### config.mk
export PLATFORM = sky130hd
export DESIGN_NAME = rsr_status_regs
export DESIGN_NICKNAME = d
export VERILOG_FILES = /design/src/rtl/rsr_pkg.sv /design/src/rtl/rsr_status_regs.sv
export VERILOG_INCLUDE_DIRS = /design/src /design/src/rtl
export SDC_FILE = /design/constraint.sdc
export NUM_CORES = 1
export LEC_CHECK = 0
export BUFFER_PORTS_ARGS = -buffer_cell sky130_fd_sc_hd__buf_2
export CORE_UTILIZATION = 60
export DETAILED_ROUTE_END_ITERATION = 6
export PLACE_DENSITY = 0.85
export RECOVER_POWER = 50
export SLEW_MARGIN = 25
export SYNTH_ARGS = -nofsm -noshare
export SYNTH_HDL_FRONTEND = slang
export SYNTH_SLANG_ARGS = --single-unit
### constraint.sdc
create_clock -name mclk -period 2.9 [get_ports mclk]
set_input_delay 0.29 -clock mclk [delete_from_list [all_inputs] [get_ports mclk]]
set_output_delay 0.29 -clock mclk [all_outputs]
set_load 0.01 [all_outputs]
### src/rtl/rsr_consts.svh
`ifndef RSR_CONSTS_SVH
`define RSR_CONSTS_SVH
// register indices of the status bank
`define RSR_IDX_PHASE_ADJ   4'h0
`define RSR_IDX_PART_ID     4'h1
`define RSR_IDX_PART_REV    4'h2
`define RSR_IDX_PIN_LINK    4'h3
`define RSR_IDX_RX_PRE      4'h4
`define RSR_IDX_TX_SYNC     4'h5
`define RSR_IDX_WAKE        4'h6
`define RSR_IDX_CTRL_FLAGS  4'h7
`define RSR_IDX_AMP_TEST    4'h8
`define RSR_IDX_SYN_TEST    4'h9
`define RSR_IDX_PRE_TEST    4'ha
`define RSR_IDX_PRESCALER_OVERRIDE_RESERVED     4'hb
`define RSR_IDX_ADC_TEST    4'hc
`define RSR_IDX_DIVIDER_CHAIN_TEST_RESERVED    4'hd
// field positions
`define RSR_B_MEM_SEL       5
`define RSR_B_SLOW_CLK      4
`define RSR_B_SYNC_EN       3
`define RSR_B_MOD_CLK       2
`define RSR_B_SER_DATA      1
`define RSR_B_SER_CLK       0
`define RSR_B_SYNC_FOUND    7
`define RSR_B_RX_FULL       6
`define RSR_B_RX_LEVEL      5
`define RSR_B_RX_EMPTY      4
`define RSR_B_RX_OVR        3
`define RSR_B_RX_UND        2
`define RSR_B_PRE_DET       1
`define RSR_B_PQ_VALID      0
`define RSR_B_FEC_OVR       6
`define RSR_B_SYNC_SENT     4
`define RSR_B_TX_FULL       3
`define RSR_B_TX_LEVEL      2
`define RSR_B_TX_OVR        1
`define RSR_B_TX_UND        0
`define RSR_B_CCA_FAIL      2
`define RSR_B_CAL_VALID     0
// writable masks and reset values
`define RSR_PIN_WMASK       8'h28
`define RSR_AMP_WMASK       8'h1f
`define RSR_SYN_WMASK       8'h7f
`define RSR_PRE_WMASK       8'h1f
`define RSR_ADC_WMASK       8'h3f
`define RSR_DVC_WMASK       8'h1f
`define RSR_DVC_RST         8'h0b
`define RSR_RST_ZERO        8'h00
// timing
`define RSR_PRE_LOSS_EXTRA  10
`define RSR_MOD_OVERSAMPLE  16
`endif

### src/rtl/rsr_pkg.sv
package rsr_pkg;
  typedef enum logic [7:0] {
    RSR_WC_NONE     = 8'h00,
    RSR_WC_RX_TMO   = 8'h01,
    RSR_WC_RX_TERM  = 8'h02,
    RSR_WC_WAKE_LOS = 8'h03,
    RSR_WC_LEN_DISC = 8'h04,
    RSR_WC_ADR_DISC = 8'h05,
    RSR_WC_CRC_DISC = 8'h06,
    RSR_WC_TX_OVR   = 8'h07,
    RSR_WC_TX_UND   = 8'h08,
    RSR_WC_RX_OVR   = 8'h09,
    RSR_WC_RX_UND   = 8'h0a,
    RSR_WC_CCA_FAIL = 8'h0b,
    RSR_WC_TX_OK    = 8'h40,
    RSR_WC_RX_OK    = 8'h80
  } rsr_wake_code_t;

  typedef enum logic [2:0] {
    RSR_PS_IDLE  = 3'b001,
    RSR_PS_HELD  = 3'b010,
    RSR_PS_LOSS  = 3'b100
  } rsr_pre_state_t;

  // register port request from the serial control port
  typedef struct packed {
    logic       wr;
    logic       rd;
    logic [3:0] idx;
    logic [7:0] wdata;
  } rsr_req_t;

  // events and levels from the radio core
  typedef struct packed {
    logic [7:0] rx_count;
    logic [7:0] tx_count;
    logic       rx_push;
    logic       rx_pop;
    logic       rx_flush;
    logic       tx_push;
    logic       tx_empty_early;
    logic       tx_flush;
    logic       sync_event;
    logic       rx_strobe;
    logic       pre_below_thr;
    logic       rx_bit;
    logic       fec_overrun;
    logic       sync_sent;
    logic       cca_done;
    logic       cca_busy;
    logic       cal_done;
    logic       wake_event;
    logic [7:0] wake_code;
  } rsr_core_t;
endpackage

### src/rtl/rsr_status_regs.sv
`include "rsr_consts.svh"

// Summary of operation
// [RULE_01] memory select bit 0 steers direct access to buffers, 1 to workspace area
// [RULE_02] pins are synchronised only while the synchroniser enable bit is set
// [RULE_03] read-only soft modulator clock toggles at sixteen times symbol rate
// [RULE_04] live views of slow rc clock, serial data and serial clock
// [RULE_05] sync found sets with sync event, clears only on receive strobe
// [RULE_06] rx full sets above threshold, clears only when rx buffer empties
// [RULE_07] rx level flag follows count above threshold
// [RULE_08] rx empty flag is high while rx buffer holds nothing
// [RULE_09] rx overrun sets on push into full buffer, held until flush
// [RULE_10] rx underrun sets on read from empty buffer, held until flush
// [RULE_11] preamble flag holds with preamble, clears on sync or after timeout
// [RULE_12] qualifier valid resets high, sets after selected bit count or detection
// [RULE_13] read-only flags for error-correction overrun and sync word sent
// [RULE_14] tx full sets when full, clears when count below threshold
// [RULE_15] tx level flag set while count at or above threshold
// [RULE_16] tx overrun sets on write into full buffer, held until flush
// [RULE_17] tx underrun sets when buffer empties mid packet, held until flush
// [RULE_18] wake cause codes 0 to 6 for receive failures and discards
// [RULE_19] wake cause codes 7 to 11 for buffer faults and failed clear check
// [RULE_20] wake cause 0x40 for transmit done, 0x80 for packet received
// [RULE_21] wake cause is held for the host to read after wake signal
// [RULE_22] clear check failed bit reads 0 when clear, 1 when busy
// [RULE_23] calibration valid bit sets once oscillator calibrated
// [RULE_24] writes to read-only and unused bits are ignored
module rsr_status_regs #(
  parameter int         DEPTH     = 128,
  parameter logic [7:0] PART_ID   = 8'h5a, // arbitrary neutral value
  parameter logic [7:0] PART_REV  = 8'h01, // arbitrary neutral value
  parameter logic [7:0] SYNC_BITS = 8'h20
) (
  input  wire logic             mclk,          // 100 mhz clock
  input  wire logic             rst_n,         // synchronous reset
  input  wire rsr_pkg::rsr_req_t req,          // register access request
  output logic [7:0]            rdata,         // read data, registered
  output logic                  rvalid,        // read data valid pulse
  input  wire rsr_pkg::rsr_core_t core,        // radio core events
  input  wire logic [7:0]       rx_thr,        // rx buffer threshold
  input  wire logic [7:0]       tx_thr,        // tx buffer threshold
  input  wire logic [2:0]       pq_tmo_sel,    // qualifier valid timeout select
  input  wire logic [15:0]      sym_div,       // mclk cycles per modulator tick, minus one
  input  wire logic             slow_rc_clk,   // 40 khz rc oscillator
  input  wire logic             ser_rx_data,   // serial rx data
  input  wire logic             ser_rx_clk,    // serial rx clock
  input  wire logic [3:0]       gpio_in,       // general purpose pins
  output logic                  mem_target_sel, // direct access target
  output logic                  pin_sync_en,   // synchroniser enable
  output logic [3:0]            gpio_state,    // synchronised pin view
  output logic                  soft_mod_clk,  // soft modulator clock
  output logic                  host_wake      // host wake signal
);
  // ---------------------------------------------------------------
  // decode
  // ---------------------------------------------------------------
  wire logic wr_pin = req.wr && (req.idx == `RSR_IDX_PIN_LINK);
  wire logic wr_amp = req.wr && (req.idx == `RSR_IDX_AMP_TEST);
  wire logic wr_syn = req.wr && (req.idx == `RSR_IDX_SYN_TEST);
  wire logic wr_pre = req.wr && (req.idx == `RSR_IDX_PRE_TEST);
  wire logic wr_ovr = req.wr && (req.idx == `RSR_IDX_PRESCALER_OVERRIDE_RESERVED);
  wire logic wr_adc = req.wr && (req.idx == `RSR_IDX_ADC_TEST);
  wire logic wr_dvc = req.wr && (req.idx == `RSR_IDX_DIVIDER_CHAIN_TEST_RESERVED);

  logic [7:0] pin_ctl_r, amp_r, syn_r, pre_r, ovr_r, adc_r, dvc_r;

  // only documented writable bits are stored; others are dropped
  always_ff @(posedge mclk) begin
    if (!rst_n) begin
      pin_ctl_r <= `RSR_RST_ZERO;
      amp_r     <= `RSR_RST_ZERO;
      syn_r     <= `RSR_RST_ZERO;
      pre_r     <= `RSR_RST_ZERO;
      ovr_r     <= `RSR_RST_ZERO;
      adc_r     <= `RSR_RST_ZERO;
      dvc_r     <= `RSR_DVC_RST;
    end else begin
      if (wr_pin) pin_ctl_r <= req.wdata & `RSR_PIN_WMASK; // [RULE_24]
      if (wr_amp) amp_r <= req.wdata & `RSR_AMP_WMASK;     // [RULE_24]
      if (wr_syn) syn_r <= req.wdata & `RSR_SYN_WMASK;
      if (wr_pre) pre_r <= req.wdata & `RSR_PRE_WMASK;
      if (wr_ovr) ovr_r <= req.wdata;
      if (wr_adc) adc_r <= req.wdata & `RSR_ADC_WMASK;
      if (wr_dvc) dvc_r <= req.wdata & `RSR_DVC_WMASK;
    end
  end

  // ---------------------------------------------------------------
  // pin synchroniser and live views
  // ---------------------------------------------------------------
  wire logic sync_on = pin_ctl_r[`RSR_B_SYNC_EN];
  logic [3:0] gpio_s1_r, gpio_s2_r;
  logic [2:0] view_s1_r, view_s2_r;

  always_ff @(posedge mclk) begin
    if (!rst_n) begin
      gpio_s1_r <= 4'h0;
      gpio_s2_r <= 4'h0;
    end else if (sync_on) begin          // [RULE_02]
      gpio_s1_r <= gpio_in;
      gpio_s2_r <= gpio_s1_r;
    end
  end

  always_ff @(posedge mclk) begin
    if (!rst_n) begin
      view_s1_r <= 3'h0;
      view_s2_r <= 3'h0;
    end else begin
      view_s1_r <= {slow_rc_clk, ser_rx_data, ser_rx_clk}; // [RULE_04]
      view_s2_r <= view_s1_r;
    end
  end

  // ---------------------------------------------------------------
  // soft modulator clock: toggles on an enable pulse from a divider
  // ---------------------------------------------------------------
  logic [15:0] mod_cnt_r;
  logic        mod_clk_r;
  wire  logic  mod_tick = (mod_cnt_r == 16'h0000);

  always_ff @(posedge mclk) begin
    if (!rst_n) begin
      mod_cnt_r <= 16'h0000;
      mod_clk_r <= 1'b0;
    end else begin
      mod_cnt_r <= mod_tick ? sym_div : mod_cnt_r - 16'h0001;
      if (mod_tick) mod_clk_r <= ~mod_clk_r;  // [RULE_03]
    end
  end

  // ---------------------------------------------------------------
  // rx buffer flags
  // ---------------------------------------------------------------
  wire logic rx_is_empty = (core.rx_count == 8'h00);
  wire logic rx_is_full  = ({24'h0, core.rx_count} >= DEPTH);
  wire logic rx_above    = (core.rx_count > rx_thr);
  logic sync_found_r, rx_full_r, rx_ovr_r, rx_und_r;

  always_ff @(posedge mclk) begin
    if (!rst_n) begin
      sync_found_r <= 1'b0;
      rx_full_r    <= 1'b0;
      rx_ovr_r     <= 1'b0;
      rx_und_r     <= 1'b0;
    end else begin
      // set wins over clear for every sticky flag
      if (core.sync_event) sync_found_r <= 1'b1;      // [RULE_05]
      else if (core.rx_strobe) sync_found_r <= 1'b0;  // [RULE_05]
      if (rx_above) rx_full_r <= 1'b1;                // [RULE_06]
      else if (rx_is_empty) rx_full_r <= 1'b0;        // [RULE_06]
      if (core.rx_push && rx_is_full) rx_ovr_r <= 1'b1; // [RULE_09]
      else if (core.rx_flush) rx_ovr_r <= 1'b0;
      if (core.rx_pop && rx_is_empty) rx_und_r <= 1'b1; // [RULE_10]
      else if (core.rx_flush) rx_und_r <= 1'b0;
    end
  end

  // ---------------------------------------------------------------
  // preamble detection and qualifier valid
  // ---------------------------------------------------------------
  rsr_pkg::rsr_pre_state_t pst_r, pst_nxt;
  logic [8:0] loss_cnt_r;
  wire  logic [8:0] loss_len = {1'b0, SYNC_BITS} + 9'(`RSR_PRE_LOSS_EXTRA);
  wire  logic loss_done = (loss_cnt_r >= loss_len);

  always_comb begin
    pst_nxt = pst_r;
    case (pst_r)
      rsr_pkg::RSR_PS_IDLE: if (core.pre_below_thr && !core.sync_event)
        pst_nxt = rsr_pkg::RSR_PS_HELD;
      rsr_pkg::RSR_PS_HELD: begin
        if (core.sync_event) pst_nxt = rsr_pkg::RSR_PS_IDLE;     // [RULE_11]
        else if (!core.pre_below_thr) pst_nxt = rsr_pkg::RSR_PS_LOSS;
      end
      rsr_pkg::RSR_PS_LOSS: begin
        if (core.sync_event || loss_done) pst_nxt = rsr_pkg::RSR_PS_IDLE; // [RULE_11]
        else if (core.pre_below_thr) pst_nxt = rsr_pkg::RSR_PS_HELD;
      end
      default: pst_nxt = rsr_pkg::RSR_PS_IDLE;
    endcase
  end

  // loss timeout counted in received symbols
  always_ff @(posedge mclk) begin
    if (!rst_n) begin
      pst_r      <= rsr_pkg::RSR_PS_IDLE;
      loss_cnt_r <= 9'h000;
    end else begin
      pst_r <= pst_nxt;
      if (pst_r != rsr_pkg::RSR_PS_LOSS) loss_cnt_r <= 9'h000;
      else if (core.rx_bit) loss_cnt_r <= loss_cnt_r + 9'h001;
    end
  end

  wire logic pre_det = (pst_r != rsr_pkg::RSR_PS_IDLE);

  logic [5:0] pq_limit;
  always_comb begin
    case (pq_tmo_sel)
      3'h0:    pq_limit = 6'd11;
      3'h1:    pq_limit = 6'd12;
      3'h2:    pq_limit = 6'd13;
      3'h3:    pq_limit = 6'd14;
      3'h4:    pq_limit = 6'd15;
      3'h5:    pq_limit = 6'd17;
      3'h6:    pq_limit = 6'd24;
      default: pq_limit = 6'd32;
    endcase
  end

  // count restarts with each receive command; valid resets high
  logic [5:0] pq_cnt_r;
  logic       pq_valid_r;
  always_ff @(posedge mclk) begin
    if (!rst_n) begin
      pq_cnt_r   <= 6'h00;
      pq_valid_r <= 1'b1;                                  // [RULE_12]
    end else if (core.rx_strobe) begin
      pq_cnt_r   <= 6'h00;
      pq_valid_r <= 1'b0;
    end else begin
      if (core.rx_bit && !pq_valid_r) pq_cnt_r <= pq_cnt_r + 6'h01;
      if (pre_det || (core.rx_bit && (pq_cnt_r + 6'h01 >= pq_limit)))
        pq_valid_r <= 1'b1;                                // [RULE_12]
    end
  end

  // ---------------------------------------------------------------
  // tx buffer flags and radio control flags
  // ---------------------------------------------------------------
  wire logic tx_is_full = ({24'h0, core.tx_count} >= DEPTH);
  wire logic tx_at_thr  = (core.tx_count >= tx_thr);
  logic tx_full_r, tx_ovr_r, tx_und_r, fec_ovr_r, sync_sent_r, cca_fail_r, cal_r;

  always_ff @(posedge mclk) begin
    if (!rst_n) begin
      tx_full_r   <= 1'b0;
      tx_ovr_r    <= 1'b0;
      tx_und_r    <= 1'b0;
      fec_ovr_r   <= 1'b0;
      sync_sent_r <= 1'b0;
      cca_fail_r  <= 1'b0;
      cal_r       <= 1'b0;
    end else begin
      if (tx_is_full) tx_full_r <= 1'b1;                       // [RULE_14]
      else if (!tx_at_thr) tx_full_r <= 1'b0;                  // [RULE_14]
      if (core.tx_push && tx_is_full) tx_ovr_r <= 1'b1;        // [RULE_16]
      else if (core.tx_flush) tx_ovr_r <= 1'b0;
      if (core.tx_empty_early) tx_und_r <= 1'b1;               // [RULE_17]
      else if (core.tx_flush) tx_und_r <= 1'b0;
      fec_ovr_r   <= core.fec_overrun;                         // [RULE_13]
      sync_sent_r <= core.sync_sent;                           // [RULE_13]
      if (core.cca_done) cca_fail_r <= core.cca_busy;          // [RULE_22]
      if (core.cal_done) cal_r <= 1'b1;                        // [RULE_23]
    end
  end

  // ---------------------------------------------------------------
  // wake cause: code captured with each wake event and held
  // ---------------------------------------------------------------
  logic [7:0] wake_r;
  logic       wake_r_pulse;
  always_ff @(posedge mclk) begin
    if (!rst_n) begin
      wake_r       <= rsr_pkg::RSR_WC_NONE;
      wake_r_pulse <= 1'b0;
    end else begin
      wake_r_pulse <= core.wake_event;
      // codes 0x00..0x0b, 0x40, 0x80 pass through unchanged
      if (core.wake_event) wake_r <= core.wake_code;           // [RULE_18] [RULE_19] [RULE_20] [RULE_21]
    end
  end

  // ---------------------------------------------------------------
  // read mux
  // ---------------------------------------------------------------
  wire logic [7:0] pin_view = {2'b00, pin_ctl_r[`RSR_B_MEM_SEL], view_s2_r[2],
                               sync_on, mod_clk_r, view_s2_r[1:0]};
  wire logic [7:0] rx_view = {sync_found_r, rx_full_r, rx_above, rx_is_empty, // [RULE_07] [RULE_08]
                              rx_ovr_r, rx_und_r, pre_det, pq_valid_r};
  wire logic [7:0] tx_view = {1'b0, fec_ovr_r, 1'b0, sync_sent_r,
                              tx_full_r, tx_at_thr, tx_ovr_r, tx_und_r};  // [RULE_15]
  wire logic [7:0] ctl_view = {5'h00, cca_fail_r, 1'b0, cal_r};

  logic [7:0] rd_mux;
  always_comb begin
    case (req.idx)
      `RSR_IDX_PHASE_ADJ:  rd_mux = `RSR_RST_ZERO;
      `RSR_IDX_PART_ID:    rd_mux = PART_ID;
      `RSR_IDX_PART_REV:   rd_mux = PART_REV;
      `RSR_IDX_PIN_LINK:   rd_mux = pin_view;
      `RSR_IDX_RX_PRE:     rd_mux = rx_view;
      `RSR_IDX_TX_SYNC:    rd_mux = tx_view;
      `RSR_IDX_WAKE:       rd_mux = wake_r;
      `RSR_IDX_CTRL_FLAGS: rd_mux = ctl_view;
      `RSR_IDX_AMP_TEST:   rd_mux = amp_r;
      `RSR_IDX_SYN_TEST:   rd_mux = syn_r;
      `RSR_IDX_PRE_TEST:   rd_mux = pre_r;
      `RSR_IDX_PRESCALER_OVERRIDE_RESERVED:    rd_mux = ovr_r;
      `RSR_IDX_ADC_TEST:   rd_mux = adc_r;
      `RSR_IDX_DIVIDER_CHAIN_TEST_RESERVED:   rd_mux = dvc_r;
      default:             rd_mux = `RSR_RST_ZERO;
    endcase
  end

  // every top output is a flip-flop
  always_ff @(posedge mclk) begin
    if (!rst_n) begin
      rdata          <= `RSR_RST_ZERO;
      rvalid         <= 1'b0;
      mem_target_sel <= 1'b0;
      pin_sync_en    <= 1'b0;
      gpio_state     <= 4'h0;
      soft_mod_clk   <= 1'b0;
      host_wake      <= 1'b0;
    end else begin
      rvalid         <= req.rd;
      if (req.rd) rdata <= rd_mux;
      mem_target_sel <= pin_ctl_r[`RSR_B_MEM_SEL];            // [RULE_01]
      pin_sync_en    <= sync_on;
      gpio_state     <= sync_on ? gpio_s2_r : 4'h0;          // [RULE_02]
      soft_mod_clk   <= mod_clk_r;
      host_wake      <= wake_r_pulse;
    end
  end
endmodule

; ---- Yosys cells after proc, flatten, opt, wreduce, memory -nomap -nowiden
; Cells that the tools add are included.
; Widths: inputs -> output; s select.
[word_totals]
ff_bits = 125
input_bits = 98
out_inout_bits = 17
elab_cells = 130
[classes]
n_addsub = 3
order_cmp = 6
n_eq_ne = 28
muxes = 23
bitwise_logic = 2
reduce_logical = 31
[ops]
columns = operator, count
row1 = $pmux 8 s13, 1
row2 = $pmux 6 s7, 1
row3 = $eq 4x4->1 const B, 6
row4 = $eq 4x3->1 const B, 4
row5 = $ge 8x8->1 const B, 2
row6 = $logic_not 16->1, 1
row7 = $mux 16, 1
row8 = $sub 16x1->16 const B, 1
row9 = $mux 3, 5
row10 = $mux 1, 14
row11 = $reduce_bool 2->1, 7
row12 = $logic_and 1x1->1, 13
row13 = $eq 3x3->1 const B, 4
row14 = $add 9x1->9 const B, 1
row15 = $eq 3x2->1 const B, 3
row16 = $ge 9x6->1 const B, 1
row17 = $ne 3x3->1 const B, 3
row18 = $pmux 3 s3, 1
row19 = $eq 4x2->1 const B, 2
row20 = $ge 8x8->1, 1
row21 = $gt 8x8->1, 1
row22 = $logic_not 8->1, 1
row23 = $add 6x1->6 const B, 1
row24 = $eq 3x1->1 const B, 2
row25 = 11 further kinds, 16

; ---- Longest topological paths before layout
; Gate-level depths: netlist of the first run.
[depth]
word_depth = 7
ltp_mapped = 9
mapped_depth_nobuf = 9

; ---- Worst setup path before layout of the first run
; No wires, ideal clock.
[synth_timing]
kind = flip-flop to flip-flop
start = reg mod_cnt_r[7]
end = reg mod_cnt_r[15]
setup_ns = 0.070
arrival_time_ns = 1.798
t_required_ns = 2.830
setup_slack_ns = 1.032
path_stages_with_launch = 6
n_path_buf = 0
period_less_slack_ns = 1.868
cell_sequence = dfxtp_1 -> or4_1 -> nand3b_4 -> or4b_4 -> xor2_1 -> a21oi_1
[synth_via]
elab_chain_len = 2
elab_cells_between_ends = 3
classes_between = add/sub: 1 / mux: 1 / reduce/logical: 1
[synth_lines]
columns = element, line_no
row1 = start: declaration, rsr_status_regs.sv:118  ; logic [15:0] mod_cnt_r;
row2 = start signal: assignment, rsr_status_regs.sv:127  ; mod_cnt_r <= mod_tick ? sym_div : mod_cnt_r - 16'h0001;
row3 = $sub 16x1->16 / $logic_not 16->1 (equally long branches), "rsr_status_regs.sv:127, rsr_status_regs.sv:120"
row4 = $mux 16 *, rsr_status_regs.sv:127
; Every way passes the cells marked *; elsewhere a longest branch is shown, timed or not.
; A chain may end at the register's enable or synchronous reset.

; ---- Worst setup path in the final report of the first run
[layout_timing]
start = reg mod_cnt_r[7]
end = reg mod_clk_r
[layout_via]
elab_chain_len = 1
[layout_lines]
columns = element, line_no
row1 = $logic_not 16->1, rsr_status_regs.sv:120  ; wire logic mod_tick = (mod_cnt_r == 16'h0000);
row2 = end signal: assignment, rsr_status_regs.sv:128  ; if (mod_tick) mod_clk_r <= ~mod_clk_r;
row3 = end: declaration, rsr_status_regs.sv:119  ; logic mod_clk_r;
; No other way between the ends.

==> flow_results.xml, run 1 <==
<?xml version="1.0" encoding="UTF-8"?>
<metrics>
  <group name="status">
    <metric name="run_status" unit="">completed</metric>
  </group>
  <group name="die">
    <metric name="chipHeight" unit="um">103</metric>
    <metric name="dieWidth" unit="um">103</metric>
    <metric name="core.rowCount" unit="">36</metric>
    <metric name="die_area" unit="um^2">10600</metric>
    <metric name="fp.coreArea" unit="um^2">9820</metric>
    <metric name="floorplan.io_pins" unit="">115</metric>
    <metric name="starting_density" unit="">0.623</metric>
  </group>
  <group name="synth">
    <metric name="synth.ff_latch_count" unit="">125</metric>
    <metric name="netlist_instances" unit="">661</metric>
    <metric name="netlist_area" unit="um^2">6120</metric>
    <metric name="post_synth.cell_area_avg" unit="um^2">9.26</metric>
    <metric name="yosys_most_used_dff" unit="">sky130_fd_sc_hd__dfxtp_1</metric>
    <metric name="synth.yosys.warnings" unit="">0</metric>
    <metric name="postSynth.asyncResetShare" unit="">0</metric>
    <metric name="mapped_nets" unit="">784</metric>
    <metric name="ys_top_cells_by_area" unit="">sky130_fd_sc_hd__dfxtp_1, sky130_fd_sc_hd__mux2i_1, sky130_fd_sc_hd__nor2b_1</metric>
    <metric name="synth_edf_count" unit="">0</metric>
    <metric name="synth.cells.most_frequent" unit="">sky130_fd_sc_hd__dfxtp_1, sky130_fd_sc_hd__nor2b_1, sky130_fd_sc_hd__mux2i_1</metric>
    <metric name="synth.distinct_cells" unit="">64</metric>
    <metric name="yosysTopAreaCell" unit="">sky130_fd_sc_hd__dfxtp_1</metric>
    <metric name="most_frequently_used_cell_type_in_the_post_synthesis_netlist" unit="">sky130_fd_sc_hd__dfxtp_1</metric>
    <metric name="yosysTopAreaCellShare" unit="">0.409</metric>
    <metric name="ys_seq_area_frac" unit="">0.409</metric>
  </group>
  <group name="power">
    <metric name="power_switching_share" unit="">0.276</metric>
    <metric name="power-per-cell-area" unit="nW/um^2">655</metric>
    <metric name="p_int" unit="mW">3.56</metric>
    <metric name="power.leakage" unit="nW">3.21</metric>
    <metric name="pwr-share-seq" unit="">0.400</metric>
    <metric name="p_sw" unit="mW">1.36</metric>
    <metric name="worst_ir_drop_vdd" unit="V">0.000752</metric>
    <metric name="power_frac_clock" unit="">0.418</metric>
    <metric name="p_comb_frac" unit="">0.182</metric>
  </group>
  <group name="worst_setup_path">
    <metric name="reg2regPathDepth" unit="">5</metric>
    <metric name="critical_path.n_buffers_inverters" unit="">0</metric>
    <metric name="required" unit="ns">3.33</metric>
    <metric name="crit_path_largest_cell_delay" unit="ns">0.55</metric>
    <metric name="criticalPathCategory" unit="">reg -&gt; reg</metric>
    <metric name="r2r_slack" unit="ns">0.65</metric>
    <metric name="critical_path_peak_fanout" unit="">24</metric>
    <metric name="launching_element_of_the_worst_setup_path" unit="">mod_cnt_r[7]</metric>
    <metric name="critical_path.top_delay_family" unit="">simple AND/OR/NAND/NOR gates</metric>
    <metric name="critical_path.reg2reg.startpoint" unit="">mod_cnt_r[7]</metric>
    <metric name="cp_endpoint_kind" unit="">flop</metric>
    <metric name="path_cells" unit="">or4_1 &gt; and4bb_2 &gt; nand2_1 &gt; xnor2_1 &gt; and2_1</metric>
    <metric name="reg2reg_to" unit="">mod_clk_r</metric>
    <metric name="timing.critical_path.slowest_stage_cell" unit="">sky130_fd_sc_hd__or4_1</metric>
    <metric name="startpoint_type" unit="">flop</metric>
    <metric name="worst_ep_arrival_time" unit="ns">2.68</metric>
  </group>
  <group name="clock_network">
    <metric name="tritoncts" unit="">done</metric>
    <metric name="cts-root-buf" unit="">sky130_fd_sc_hd__clkbuf_8</metric>
    <metric name="htree_num_levels" unit="">4</metric>
    <metric name="num_cts_buffers" unit="">17</metric>
    <metric name="cts-root-to-sink-buffers" unit="">2</metric>
    <metric name="worst_setup_hold_path_clk_slew" unit="ns">0.06</metric>
    <metric name="clock-sinks" unit="">125</metric>
    <metric name="clk_latency" unit="ns">0.53</metric>
  </group>
  <group name="worst_hold_path">
    <metric name="worstHoldPathCells" unit="">2</metric>
    <metric name="hp-start" unit="">sym_div[6]</metric>
    <metric name="min-delay-path-class" unit="">in -&gt; reg</metric>
    <metric name="hold_path_end" unit="">mod_cnt_r[6]</metric>
  </group>
  <group name="global_route">
    <metric name="global_route.overflow_total" unit="">0</metric>
    <metric name="via_count_of_the_first_global_routing_pass" unit="">5061</metric>
    <metric name="grt_first_pass_wirelength" unit="um">23900</metric>
    <metric name="gr-usage-all-layers" unit="">0.297</metric>
    <metric name="grt_max_degree" unit="">51</metric>
    <metric name="grt_antenna_before_repair" unit="">0</metric>
  </group>
  <group name="placement">
    <metric name="place_congestion" unit="">0.944</metric>
    <metric name="place.port_buffers" unit="">114</metric>
    <metric name="place.detailed.hpwl" unit="um">10700</metric>
  </group>
  <group name="sta">
    <metric name="fin_setup_tns" unit="ns">0</metric>
    <metric name="slew_violations" unit="">0</metric>
    <metric name="report.final.hold_viol_count" unit="">0</metric>
    <metric name="worst_slew_margin_rel" unit="">0.0322</metric>
    <metric name="worst_pin_slew" unit="ns">1.45</metric>
    <metric name="fin_crit_sh" unit="">0.777</metric>
    <metric name="rsz0062_at_grt" unit="">false</metric>
    <metric name="fin_worst_skew" unit="ns">0.00587</metric>
    <metric name="report.final.setup_viol" unit="">0</metric>
    <metric name="max_clock_freq" unit="MHz">444</metric>
    <metric name="period_needed" unit="ns">2.25</metric>
  </group>
  <group name="drt">
    <metric name="drt-vias-per-instance" unit="">5.68</metric>
    <metric name="wl" unit="um">15400</metric>
    <metric name="route.detailed.wl_per_inst" unit="um">16.5</metric>
    <metric name="drc_errors" unit="">0</metric>
    <metric name="antenna_violating_nets_post_route" unit="">0</metric>
    <metric name="detail_route.first_pass.iterations" unit="">7</metric>
    <metric name="routed-via-count" unit="">5295</metric>
    <metric name="initialDrtViolationCount" unit="">292</metric>
  </group>
  <group name="final_layout">
    <metric name="post_layout_net_count" unit="">909</metric>
    <metric name="core_util_final" unit="">0.764</metric>
    <metric name="syn2layout_area_growth" unit="%">22.5</metric>
    <metric name="antenna_cells" unit="">0</metric>
    <metric name="final_layout_size_suffix_gt1_frac" unit="">0.178</metric>
  </group>
  <group name="flow_run">
    <metric name="maxCapViolations" unit="">0</metric>
  </group>
</metrics>
worst max-delay path by stage:
stage | endpoint | cells past startpoint
after floorplan | mod_cnt_r[15] | 5
after global placement | mod_clk_r | 5
after detailed placement | mod_clk_r | 5
after CTS | mod_clk_r | 5
after global routing | mod_cnt_r[9] | 5
final | mod_clk_r | 5
layout by cell type, fill, tap and decap left out, types with 4 or more instances in the layout:
master and instances:
sky130_fd_sc_hd__xnor2_1 14, sky130_fd_sc_hd__nand3_1 12, sky130_fd_sc_hd__ha_1 25, sky130_fd_sc_hd__mux2i_1 59, sky130_fd_sc_hd__clkbuf_16 16, sky130_fd_sc_hd__and2_0 5, sky130_fd_sc_hd__inv_1 30, sky130_fd_sc_hd__dlygate4sd3_1 18
sky130_fd_sc_hd__dfxtp_1 125, sky130_fd_sc_hd__o21a_1 4, sky130_fd_sc_hd__nand2_1 49, sky130_fd_sc_hd__a31oi_1 8, sky130_fd_sc_hd__nor2_1 35, sky130_fd_sc_hd__a22o_1 5, sky130_fd_sc_hd__o211a_1 10, sky130_fd_sc_hd__a221oi_1 4
sky130_fd_sc_hd__xor2_1 15, sky130_fd_sc_hd__nor2b_1 69, sky130_fd_sc_hd__nor3_1 5, sky130_fd_sc_hd__and3_1 7, sky130_fd_sc_hd__a22oi_1 7, sky130_fd_sc_hd__nand2b_1 7, sky130_fd_sc_hd__a21oi_1 15, sky130_fd_sc_hd__clkbuf_1 20
sky130_fd_sc_hd__nand4_1 10, sky130_fd_sc_hd__a21boi_0 9, sky130_fd_sc_hd__and2_1 13, sky130_fd_sc_hd__o21ai_0 29, sky130_fd_sc_hd__buf_2 97
layout make-up:
| type | instances | area [um^2] |
|---|---|---|
| inverters | 30 | 113 |
| clock buffers | 20 | 445 |
| well taps | 133 | 166 |
| fillers | 718 | 2320 |
| clock inverters | 12 | 136 |
| flip-flops and latches | 125 | 2500 |
| repair buffers | 136 | 749 |
| multi-input cells | 476 | 3390 |
metrics by stage:
stage	instance area [um^2]	power, mW	worst slack, ns	hold slack [ns]	cells
CTS	7530	4.93	0.662	0.00272	932
finish	7500	4.92	0.646	0.0200	932
global placement	6770	2.80	0.740	0.415	882
global route	7500	5.14	0.466	0.0112	932
floorplan	6120	2.62	1.03	0.369	661
detailed placement	6770	2.85	0.698	0.418	882
cell families after synthesis:
group	after synthesis	synth area share
adders and majority gates	26	0.0527
DFF	125	0.409
buffers and inverters	60	0.0376
AOI/OAI and AO/OA	122	0.141
xor gates and xnor gates	29	0.0415
muxes	62	0.102
and+or+nand+nor	237	0.216
power by group through the flow:
| stage | combinational (mW) | clock (mW) | sequential (mW) |
|---|---|---|---|
| after CTS | 0.888 | 2.08 | 1.96 |
| after global routing | 0.990 | 2.17 | 1.98 |
| after global placement | 0.818 | 0 | 1.99 |
| final | 0.894 | 2.06 | 1.97 |
| after detailed placement | 0.854 | 0 | 2.00 |
| after floorplan | 0.652 | 0 | 1.97 |
sequential cells by signal (all words and copies together) (netlist names), 5 cells and up:
| signal | cells |
|---|---|
| adc_r | 6 |
| amp_r | 5 |
| dvc_r | 5 |
| loss_cnt_r | 9 |
| mod_cnt_r | 16 |
| ovr_r | 8 |
| pq_cnt_r | 6 |
| pre_r | 5 |
| rdata | 8 |
| syn_r | 7 |
| wake_r | 8 |
worst reg2reg max path, delay by kind of cell (launching register included):
kind / cells / cell delay, ns
xor gates and xnor gates: 1 / 0.28
and+or+nand+nor: 4 / 1.53
DFF: 1 / 0.34
metal layers:
metal,vias to the layer above,wire length [um],global-route usage
li1,2585,-,-
met1,2457,6400,0.349
met2,206,7450,0.497
met3,47,1120,0.0983
met4,0,409,0.127
met5,-,0,0
repair_timing:
item                                   CTS  global route
gates resized for setup                  0             0
buffers inserted                         0             0
hold buffers                            18             0
endpoints found under the hold margin   18             0
Note: power is estimated with default switching activity, not from simulation.
==> run 2: changes to the inputs <==
--- a/config.mk
+++ b/config.mk
@@ -7,9 +7,9 @@
 export NUM_CORES = 1
 export LEC_CHECK = 0
 export BUFFER_PORTS_ARGS = -buffer_cell sky130_fd_sc_hd__buf_2
-export CORE_UTILIZATION = 60
+export CORE_UTILIZATION = 56
 export DETAILED_ROUTE_END_ITERATION = 6
-export PLACE_DENSITY = 0.85
+export PLACE_DENSITY = 0.8
 export RECOVER_POWER = 50
 export SLEW_MARGIN = 25
 export SYNTH_ARGS = -nofsm -noshare
==> constraint.sdc (replaced) <==
create_clock -name mclk -period 2.1 [get_ports mclk]
set_input_delay 0.21 -clock mclk [delete_from_list [all_inputs] [get_ports mclk]]
set_output_delay 0.21 -clock mclk [all_outputs]
set_load 0.01 [all_outputs]
==> run 2 against run 1 <==
Effect of this change:
- sequential share of layout area fell by 1.8 points
- routed wire length rose by 4.4%
- sequential power rose by 38%
- setup slack got worse by 0.56 ns
- non-clock buffer count rose by 47
- global-route usage fell by 0.74 points
==> flow_results.xml, run 2 (synthesis gave the netlist of run 1 again) <==
<?xml version="1.0" encoding="UTF-8"?>
<metrics>
  <group name="clock_network">
    <metric name="clk_latency" unit="ns">0.52</metric>
    <metric name="cts-root-to-sink-buffers" unit="">2</metric>
    <metric name="cts-root-buf" unit="">sky130_fd_sc_hd__clkbuf_8</metric>
    <metric name="clock-sinks" unit="">125</metric>
    <metric name="worst_setup_hold_path_clk_slew" unit="ns">0.05</metric>
    <metric name="num_cts_buffers" unit="">17</metric>
    <metric name="htree_num_levels" unit="">4</metric>
    <metric name="post_cts.repair.setup_buffers" unit="">0</metric>
    <metric name="tritoncts" unit="">done</metric>
  </group>
  <group name="worst_setup_path">
    <metric name="crit_path_largest_cell_delay" unit="ns">0.88</metric>
    <metric name="startpoint_type" unit="">primary input</metric>
    <metric name="timing.critical_path.slowest_stage_cell" unit="">sky130_fd_sc_hd__clkbuf_1</metric>
    <metric name="cp_endpoint_kind" unit="">flop</metric>
    <metric name="critical_path_peak_fanout" unit="">24</metric>
    <metric name="required" unit="ns">2.50</metric>
    <metric name="path_cells" unit="">clkbuf_1 &gt; nand2_1 &gt; nor2_1 &gt; dlymetal6s2s_1 &gt; mux2i_1 &gt; nor2b_1</metric>
    <metric name="criticalPathCategory" unit="">in -&gt; reg</metric>
    <metric name="worst_ep_arrival_time" unit="ns">2.42</metric>
  </group>
  <group name="global_route">
    <metric name="global_route.overflow_total" unit="">0</metric>
    <metric name="via_count_of_the_first_global_routing_pass" unit="">5495</metric>
    <metric name="grt_first_pass_wirelength" unit="um">25700</metric>
    <metric name="grt_max_degree" unit="">39</metric>
    <metric name="grt_antenna_before_repair" unit="">0</metric>
    <metric name="gr-usage-all-layers" unit="">0.290</metric>
  </group>
  <group name="status">
    <metric name="run_status" unit="">completed</metric>
  </group>
  <group name="sta">
    <metric name="max_clock_freq" unit="MHz">496</metric>
    <metric name="fin_setup_tns" unit="ns">0</metric>
    <metric name="worst_slew_margin_rel" unit="">0.180</metric>
    <metric name="worst_pin_slew" unit="ns">1.23</metric>
    <metric name="slew_violations" unit="">0</metric>
    <metric name="rsz0062_at_grt" unit="">false</metric>
    <metric name="report.final.setup_viol" unit="">0</metric>
    <metric name="report.final.hold_viol_count" unit="">0</metric>
    <metric name="period_needed" unit="ns">2.02</metric>
    <metric name="fin_crit_sh" unit="">0.961</metric>
    <metric name="fin_worst_skew" unit="ns">0.00716</metric>
  </group>
  <group name="final_layout">
    <metric name="final_layout_size_suffix_gt1_frac" unit="">0.184</metric>
    <metric name="num-fill-cells" unit="">727</metric>
    <metric name="most-common-layout-cells" unit="">sky130_fd_sc_hd__dfxtp_1, sky130_fd_sc_hd__buf_2, sky130_fd_sc_hd__nor2b_1</metric>
    <metric name="syn2layout_area_growth" unit="%">29.6</metric>
    <metric name="post_layout_net_count" unit="">956</metric>
    <metric name="largest_register" unit="">mod_cnt_r</metric>
    <metric name="layout_commonest_cell" unit="">sky130_fd_sc_hd__dfxtp_1</metric>
    <metric name="largest_register_ff_count" unit="">16</metric>
    <metric name="final-seq-area" unit="um^2">2500</metric>
    <metric name="antenna_cells" unit="">0</metric>
    <metric name="multi_input_comb_area" unit="um^2">3400</metric>
    <metric name="layoutNonFillerInstCount" unit="">982</metric>
    <metric name="top_regs" unit="">mod_cnt_r (16), loss_cnt_r (9)</metric>
  </group>
  <group name="die">
    <metric name="die_area" unit="um^2">11400</metric>
    <metric name="chipHeight" unit="um">107</metric>
    <metric name="core.rowCount" unit="">37</metric>
    <metric name="fp.coreArea" unit="um^2">10500</metric>
    <metric name="starting_density" unit="">0.585</metric>
    <metric name="dieWidth" unit="um">107</metric>
    <metric name="floorplan.io_pins" unit="">115</metric>
  </group>
  <group name="drt">
    <metric name="detail_route.first_pass.iterations" unit="">5</metric>
    <metric name="route.detailed.wl_per_inst" unit="um">16.4</metric>
    <metric name="routed-via-count" unit="">5537</metric>
    <metric name="initialDrtViolationCount" unit="">375</metric>
    <metric name="drt-vias-per-instance" unit="">5.64</metric>
    <metric name="antenna_violating_nets_post_route" unit="">0</metric>
    <metric name="drc_errors" unit="">0</metric>
    <metric name="wl" unit="um">16100</metric>
  </group>
  <group name="power">
    <metric name="power.leakage" unit="nW">3.44</metric>
    <metric name="worst_ir_drop_vdd" unit="V">0.000641</metric>
    <metric name="post-layout-total-power" unit="mW">6.88</metric>
    <metric name="power-per-cell-area" unit="nW/um^2">867</metric>
  </group>
  <group name="flow_run">
    <metric name="maxCapViolations" unit="">0</metric>
  </group>
  <group name="placement">
    <metric name="place.detailed.hpwl" unit="um">11000</metric>
    <metric name="place_inst" unit="">901</metric>
    <metric name="place_congestion" unit="">0.934</metric>
    <metric name="place.port_buffers" unit="">114</metric>
  </group>
  <group name="worst_hold_path">
    <metric name="min-delay-path-class" unit="">in -&gt; reg</metric>
  </group>
</metrics>
-- run 2: changes by cell type in the layout (fill, tap and decap cells not counted), sizes merged --
cell / before / now
dlygate4sd3: 18 / 49
buf: 98 / 117
inv: 33 / 30
clkinvlp: 3 / 0
clkinv: 4 / 5
dlymetal6s2s: 0 / 1
bufinv: 2 / 3
-- run 2: path summary, 6_finish.rpt --
| path | endpoint | slack (ns) | from | depth (start not counted) |
|---|---|---|---|---|
| worst max-delay path | ovr_r[1] | 0.08 | req[9] | 6 |
| worst min-delay path | rx_ovr_r | 0.01 | core[39] | 3 |
| worst max register to register | pq_valid_r | 0.11 | pq_cnt_r[1] | 8 |
| worst min register to register | view_s2_r[0] | 0.43 | view_s1_r[0] | 1 |
-- run 2: critical path, delay by kind of cell --
kind	cells	cell delay, ns
buffers and inverters	2	1.36
and+or+nand+nor	3	0.56
muxes	1	0.28
-- run 2: metrics by stage --
stage,area (um^2),utilization,setup WS [ns],hold slack (ns)
after floorplan,6120,-,0.232,0.289
after global placement,6910,0.660,0.176,0.412
after detailed placement,6910,0.660,0.0952,0.422
after CTS,7960,0.761,0.0797,0.00544
after global routing,7930,0.758,0.00264,0.00467
final,7930,0.758,0.0818,0.0125
-- run 2: metal layers --
metal | vias to the layer above | wire length (um) | track usage
li1 | 2681 | - | -
met1 | 2582 | 6390 | 0.319
met2 | 227 | 8100 | 0.528
met3 | 47 | 1050 | 0.0662
met5 | - | 0 | 0
met4 | 0 | 525 | 0.130
-- run 2: area by class of cell --
type / instances / share of cell area
clock buffer: 24 / 0.0568
clock inverter: 8 / 0.0145
inverter: 30 / 0.0142
multi-input combinational: 476 / 0.429
sequential: 125 / 0.316
tap: 136 / 0.0215
timing repair buffer: 183 / 0.149
-- run 2: report_power, final --
| group | internal [mW] | switching (mW) | leakage (nW) | total (mW) |
|---|---|---|---|---|
| clock network | 1.83 | 0.989 | 0.281 | 2.82 |
| logic | 0.679 | 0.668 | 2.14 | 1.35 |
| registers | 2.55 | 0.163 | 1.02 | 2.71 |
-- run 2: timing repair --
action / 4_1_cts / 5_1_grt
endpoints found under the setup margin: 0 / 1
hold endpoints to repair: 51 / 0
hold buffers: 49 / 0
resized for setup: 0 / 3
==> run 3: changes to the inputs <==
--- a/config.mk
+++ b/config.mk
@@ -6,7 +6,7 @@
 export SDC_FILE = /design/constraint.sdc
 export NUM_CORES = 1
 export LEC_CHECK = 0
-export BUFFER_PORTS_ARGS = -buffer_cell sky130_fd_sc_hd__buf_2
+export BUFFER_PORTS_ARGS = -buffer_cell sky130_fd_sc_hd__buf_4
 export CORE_UTILIZATION = 56
 export DETAILED_ROUTE_END_ITERATION = 6
 export PLACE_DENSITY = 0.8
==> run 3 against run 2 <==
Effect of this change:
- fmax decreased by 1.5%
- global-route usage increased by 1.2 points
- register-to-register slack got worse by 0.06 ns
- hold slack improved by 0.033 ns
- critical endpoint is now mod_cnt_r[15]
- utilization increased by 2.5 points
- clock skew increased by 0.00083 ns
- non-clock buffer count decreased by 2
- final cell count decreased by 0.20%
- setup slack got worse by 0.030 ns
==> flow_results.xml, run 3 (synthesis gave the netlist of run 1 again) <==
<?xml version="1.0" encoding="UTF-8"?>
<metrics>
  <group name="die">
    <metric name="core.rowCount" unit="">37</metric>
    <metric name="floorplan.io_pins" unit="">115</metric>
    <metric name="chipHeight" unit="um">107</metric>
    <metric name="starting_density" unit="">0.585</metric>
    <metric name="die_area" unit="um^2">11400</metric>
    <metric name="fp.coreArea" unit="um^2">10500</metric>
    <metric name="dieWidth" unit="um">107</metric>
  </group>
  <group name="flow_run">
    <metric name="maxCapViolations" unit="">0</metric>
  </group>
  <group name="drt">
    <metric name="route.detailed.wl_per_inst" unit="um">16.8</metric>
    <metric name="antenna_violating_nets_post_route" unit="">0</metric>
    <metric name="initialDrtViolationCount" unit="">336</metric>
    <metric name="drt-vias-per-instance" unit="">5.66</metric>
    <metric name="routed-via-count" unit="">5549</metric>
    <metric name="wl" unit="um">16500</metric>
    <metric name="detail_route.first_pass.iterations" unit="">5</metric>
    <metric name="drc_errors" unit="">0</metric>
  </group>
  <group name="sta">
    <metric name="report.final.setup_viol" unit="">0</metric>
    <metric name="fin_crit_sh" unit="">0.975</metric>
    <metric name="period_needed" unit="ns">2.05</metric>
    <metric name="max_clock_freq" unit="MHz">488</metric>
    <metric name="fin_worst_skew" unit="ns">0.00799</metric>
    <metric name="worst_slew_margin_rel" unit="">0.270</metric>
    <metric name="worst_pin_slew" unit="ns">1.09</metric>
    <metric name="report.final.hold_viol_count" unit="">0</metric>
    <metric name="slew_violations" unit="">0</metric>
  </group>
  <group name="final_layout">
    <metric name="core_util_final" unit="">0.783</metric>
    <metric name="antenna_cells" unit="">0</metric>
    <metric name="finalInstanceArea" unit="um^2">8190</metric>
    <metric name="layout_commonest_cell" unit="">sky130_fd_sc_hd__dfxtp_1</metric>
    <metric name="post_layout_net_count" unit="">954</metric>
    <metric name="top_regs" unit="">mod_cnt_r (16), loss_cnt_r (9)</metric>
    <metric name="num-fill-cells" unit="">708</metric>
    <metric name="most-common-layout-cells" unit="">sky130_fd_sc_hd__dfxtp_1, sky130_fd_sc_hd__buf_4, sky130_fd_sc_hd__nor2b_1</metric>
    <metric name="largest_register_ff_count" unit="">16</metric>
    <metric name="final_layout_size_suffix_gt1_frac" unit="">0.191</metric>
    <metric name="largest_register" unit="">mod_cnt_r</metric>
    <metric name="syn2layout_area_growth" unit="%">33.8</metric>
  </group>
  <group name="worst_hold_path">
    <metric name="min-delay-path-class" unit="">in -&gt; reg</metric>
    <metric name="worstHoldPathCells" unit="">4</metric>
  </group>
  <group name="global_route">
    <metric name="grt_antenna_before_repair" unit="">0</metric>
    <metric name="busiest_layer" unit="">met2</metric>
    <metric name="via_count_of_the_first_global_routing_pass" unit="">5514</metric>
    <metric name="gr-usage-met2" unit="">0.538</metric>
    <metric name="grt_max_degree" unit="">66</metric>
    <metric name="grt_first_pass_wirelength" unit="um">26400</metric>
    <metric name="gr-usage-all-layers" unit="">0.302</metric>
    <metric name="globalRouteMet1Util" unit="">0.339</metric>
    <metric name="global_route.overflow_total" unit="">0</metric>
    <metric name="grt_use_met3" unit="">0.0773</metric>
  </group>
  <group name="clock_network">
    <metric name="post_cts.repair.setup_buffers" unit="">0</metric>
    <metric name="htree_num_levels" unit="">4</metric>
    <metric name="cts-root-buf" unit="">sky130_fd_sc_hd__clkbuf_8</metric>
    <metric name="clk_latency" unit="ns">0.53</metric>
    <metric name="num_cts_buffers" unit="">17</metric>
    <metric name="clock-sinks" unit="">125</metric>
    <metric name="tritoncts" unit="">done</metric>
    <metric name="cts-root-to-sink-buffers" unit="">2</metric>
    <metric name="worst_setup_hold_path_clk_slew" unit="ns">0.06</metric>
  </group>
  <group name="worst_setup_path">
    <metric name="timing.critical_path.slowest_stage_cell" unit="">sky130_fd_sc_hd__or4_4</metric>
    <metric name="startpoint_type" unit="">flop</metric>
    <metric name="critical_path_depth" unit="">5</metric>
    <metric name="criticalPathCategory" unit="">reg -&gt; reg</metric>
    <metric name="reg2regPathDepth" unit="">5</metric>
    <metric name="worst_ep_arrival_time" unit="ns">2.50</metric>
    <metric name="crit_path_largest_cell_delay" unit="ns">0.56</metric>
    <metric name="critical_path.top_delay_family" unit="">simple AND/OR/NAND/NOR gates</metric>
    <metric name="path_cells" unit="">or4_4 &gt; nand3b_4 &gt; or4b_4 &gt; xor2_1 &gt; a21oi_1</metric>
    <metric name="critical_path.n_buffers_inverters" unit="">0</metric>
    <metric name="critical_path_peak_fanout" unit="">5</metric>
    <metric name="required" unit="ns">2.55</metric>
    <metric name="cp_endpoint_kind" unit="">flop</metric>
  </group>
  <group name="power">
    <metric name="post-layout-total-power" unit="mW">6.88</metric>
    <metric name="power-per-cell-area" unit="nW/um^2">840</metric>
    <metric name="worst_ir_drop_vdd" unit="V">0.000764</metric>
    <metric name="power.leakage" unit="nW">3.52</metric>
  </group>
  <group name="placement">
    <metric name="place.port_buffers" unit="">114</metric>
    <metric name="place_congestion" unit="">0.924</metric>
    <metric name="placed_standard_cell_area" unit="um^2">7170</metric>
    <metric name="place.detailed.hpwl" unit="um">10900</metric>
  </group>
  <group name="status">
    <metric name="run_status" unit="">completed</metric>
  </group>
</metrics>
## run 3: final cells by class
cell class,instances,area [um^2],area share
clock buffers,26,498,0.0608
multi-input cells,476,3390,0.414
well taps,136,170,0.0208
flip-flops and latches,125,2500,0.306
repair buffers,181,1460,0.178
inverters,30,113,0.0137
clock inverters,6,57.6,0.00702
## run 3: tightest hold or removal path: cells and delay by family
kind            cells  cell delay [ns]
simple gates        1             0.05
compound gates      1             0.14
buf+inv             2             0.13
## run 3: path summary, 6_finish.rpt
check,slack (ns),startpoint,endpoint
max,0.05,mod_cnt_r[7],mod_cnt_r[15]
min,0.05,core[18],tx_und_r
max reg2reg,0.05,mod_cnt_r[7],mod_cnt_r[15]
min reg2reg,0.43,wake_r_pulse,host_wake
## run 3: metrics by stage
| stage | std cells | worst slack, ns | hold slack [ns] | setup TNS, ns |
|---|---|---|---|---|
| 2_1_floorplan | 661 | 0.232 | 0.289 | 0 |
| 3_3_place_gp | 896 | 0.170 | 0.398 | 0 |
| 3_5_place_dp | 896 | 0.0672 | 0.405 | 0 |
| 4_1_cts | 980 | 0.0445 | 0.0210 | 0 |
| 5_1_grt | 980 | -0.0197 | 0.0408 | -0.0197 |
| 6_report | 980 | 0.0521 | 0.0450 | 0 |
## run 3: power by group
group	switching (mW)	internal, mW
Clock	0.990	1.72
Combinational	0.698	0.751
Sequential	0.175	2.55
Total	1.86	5.02
## run 3: per-layer routing
layer | up-vias | routed length (um)
li1 | 2677 | -
met1 | 2610 | 6750
met2 | 216 | 8280
met3 | 46 | 1010
met4 | 0 | 465
met5 | - | 0
## run 3: what timing repair did
item / in CTS / in global routing
hold buffers: 52 / 0
hold endpoints to repair: 72 / 0
setup endpoints to repair: 0 / 3
resized for setup: 0 / 5
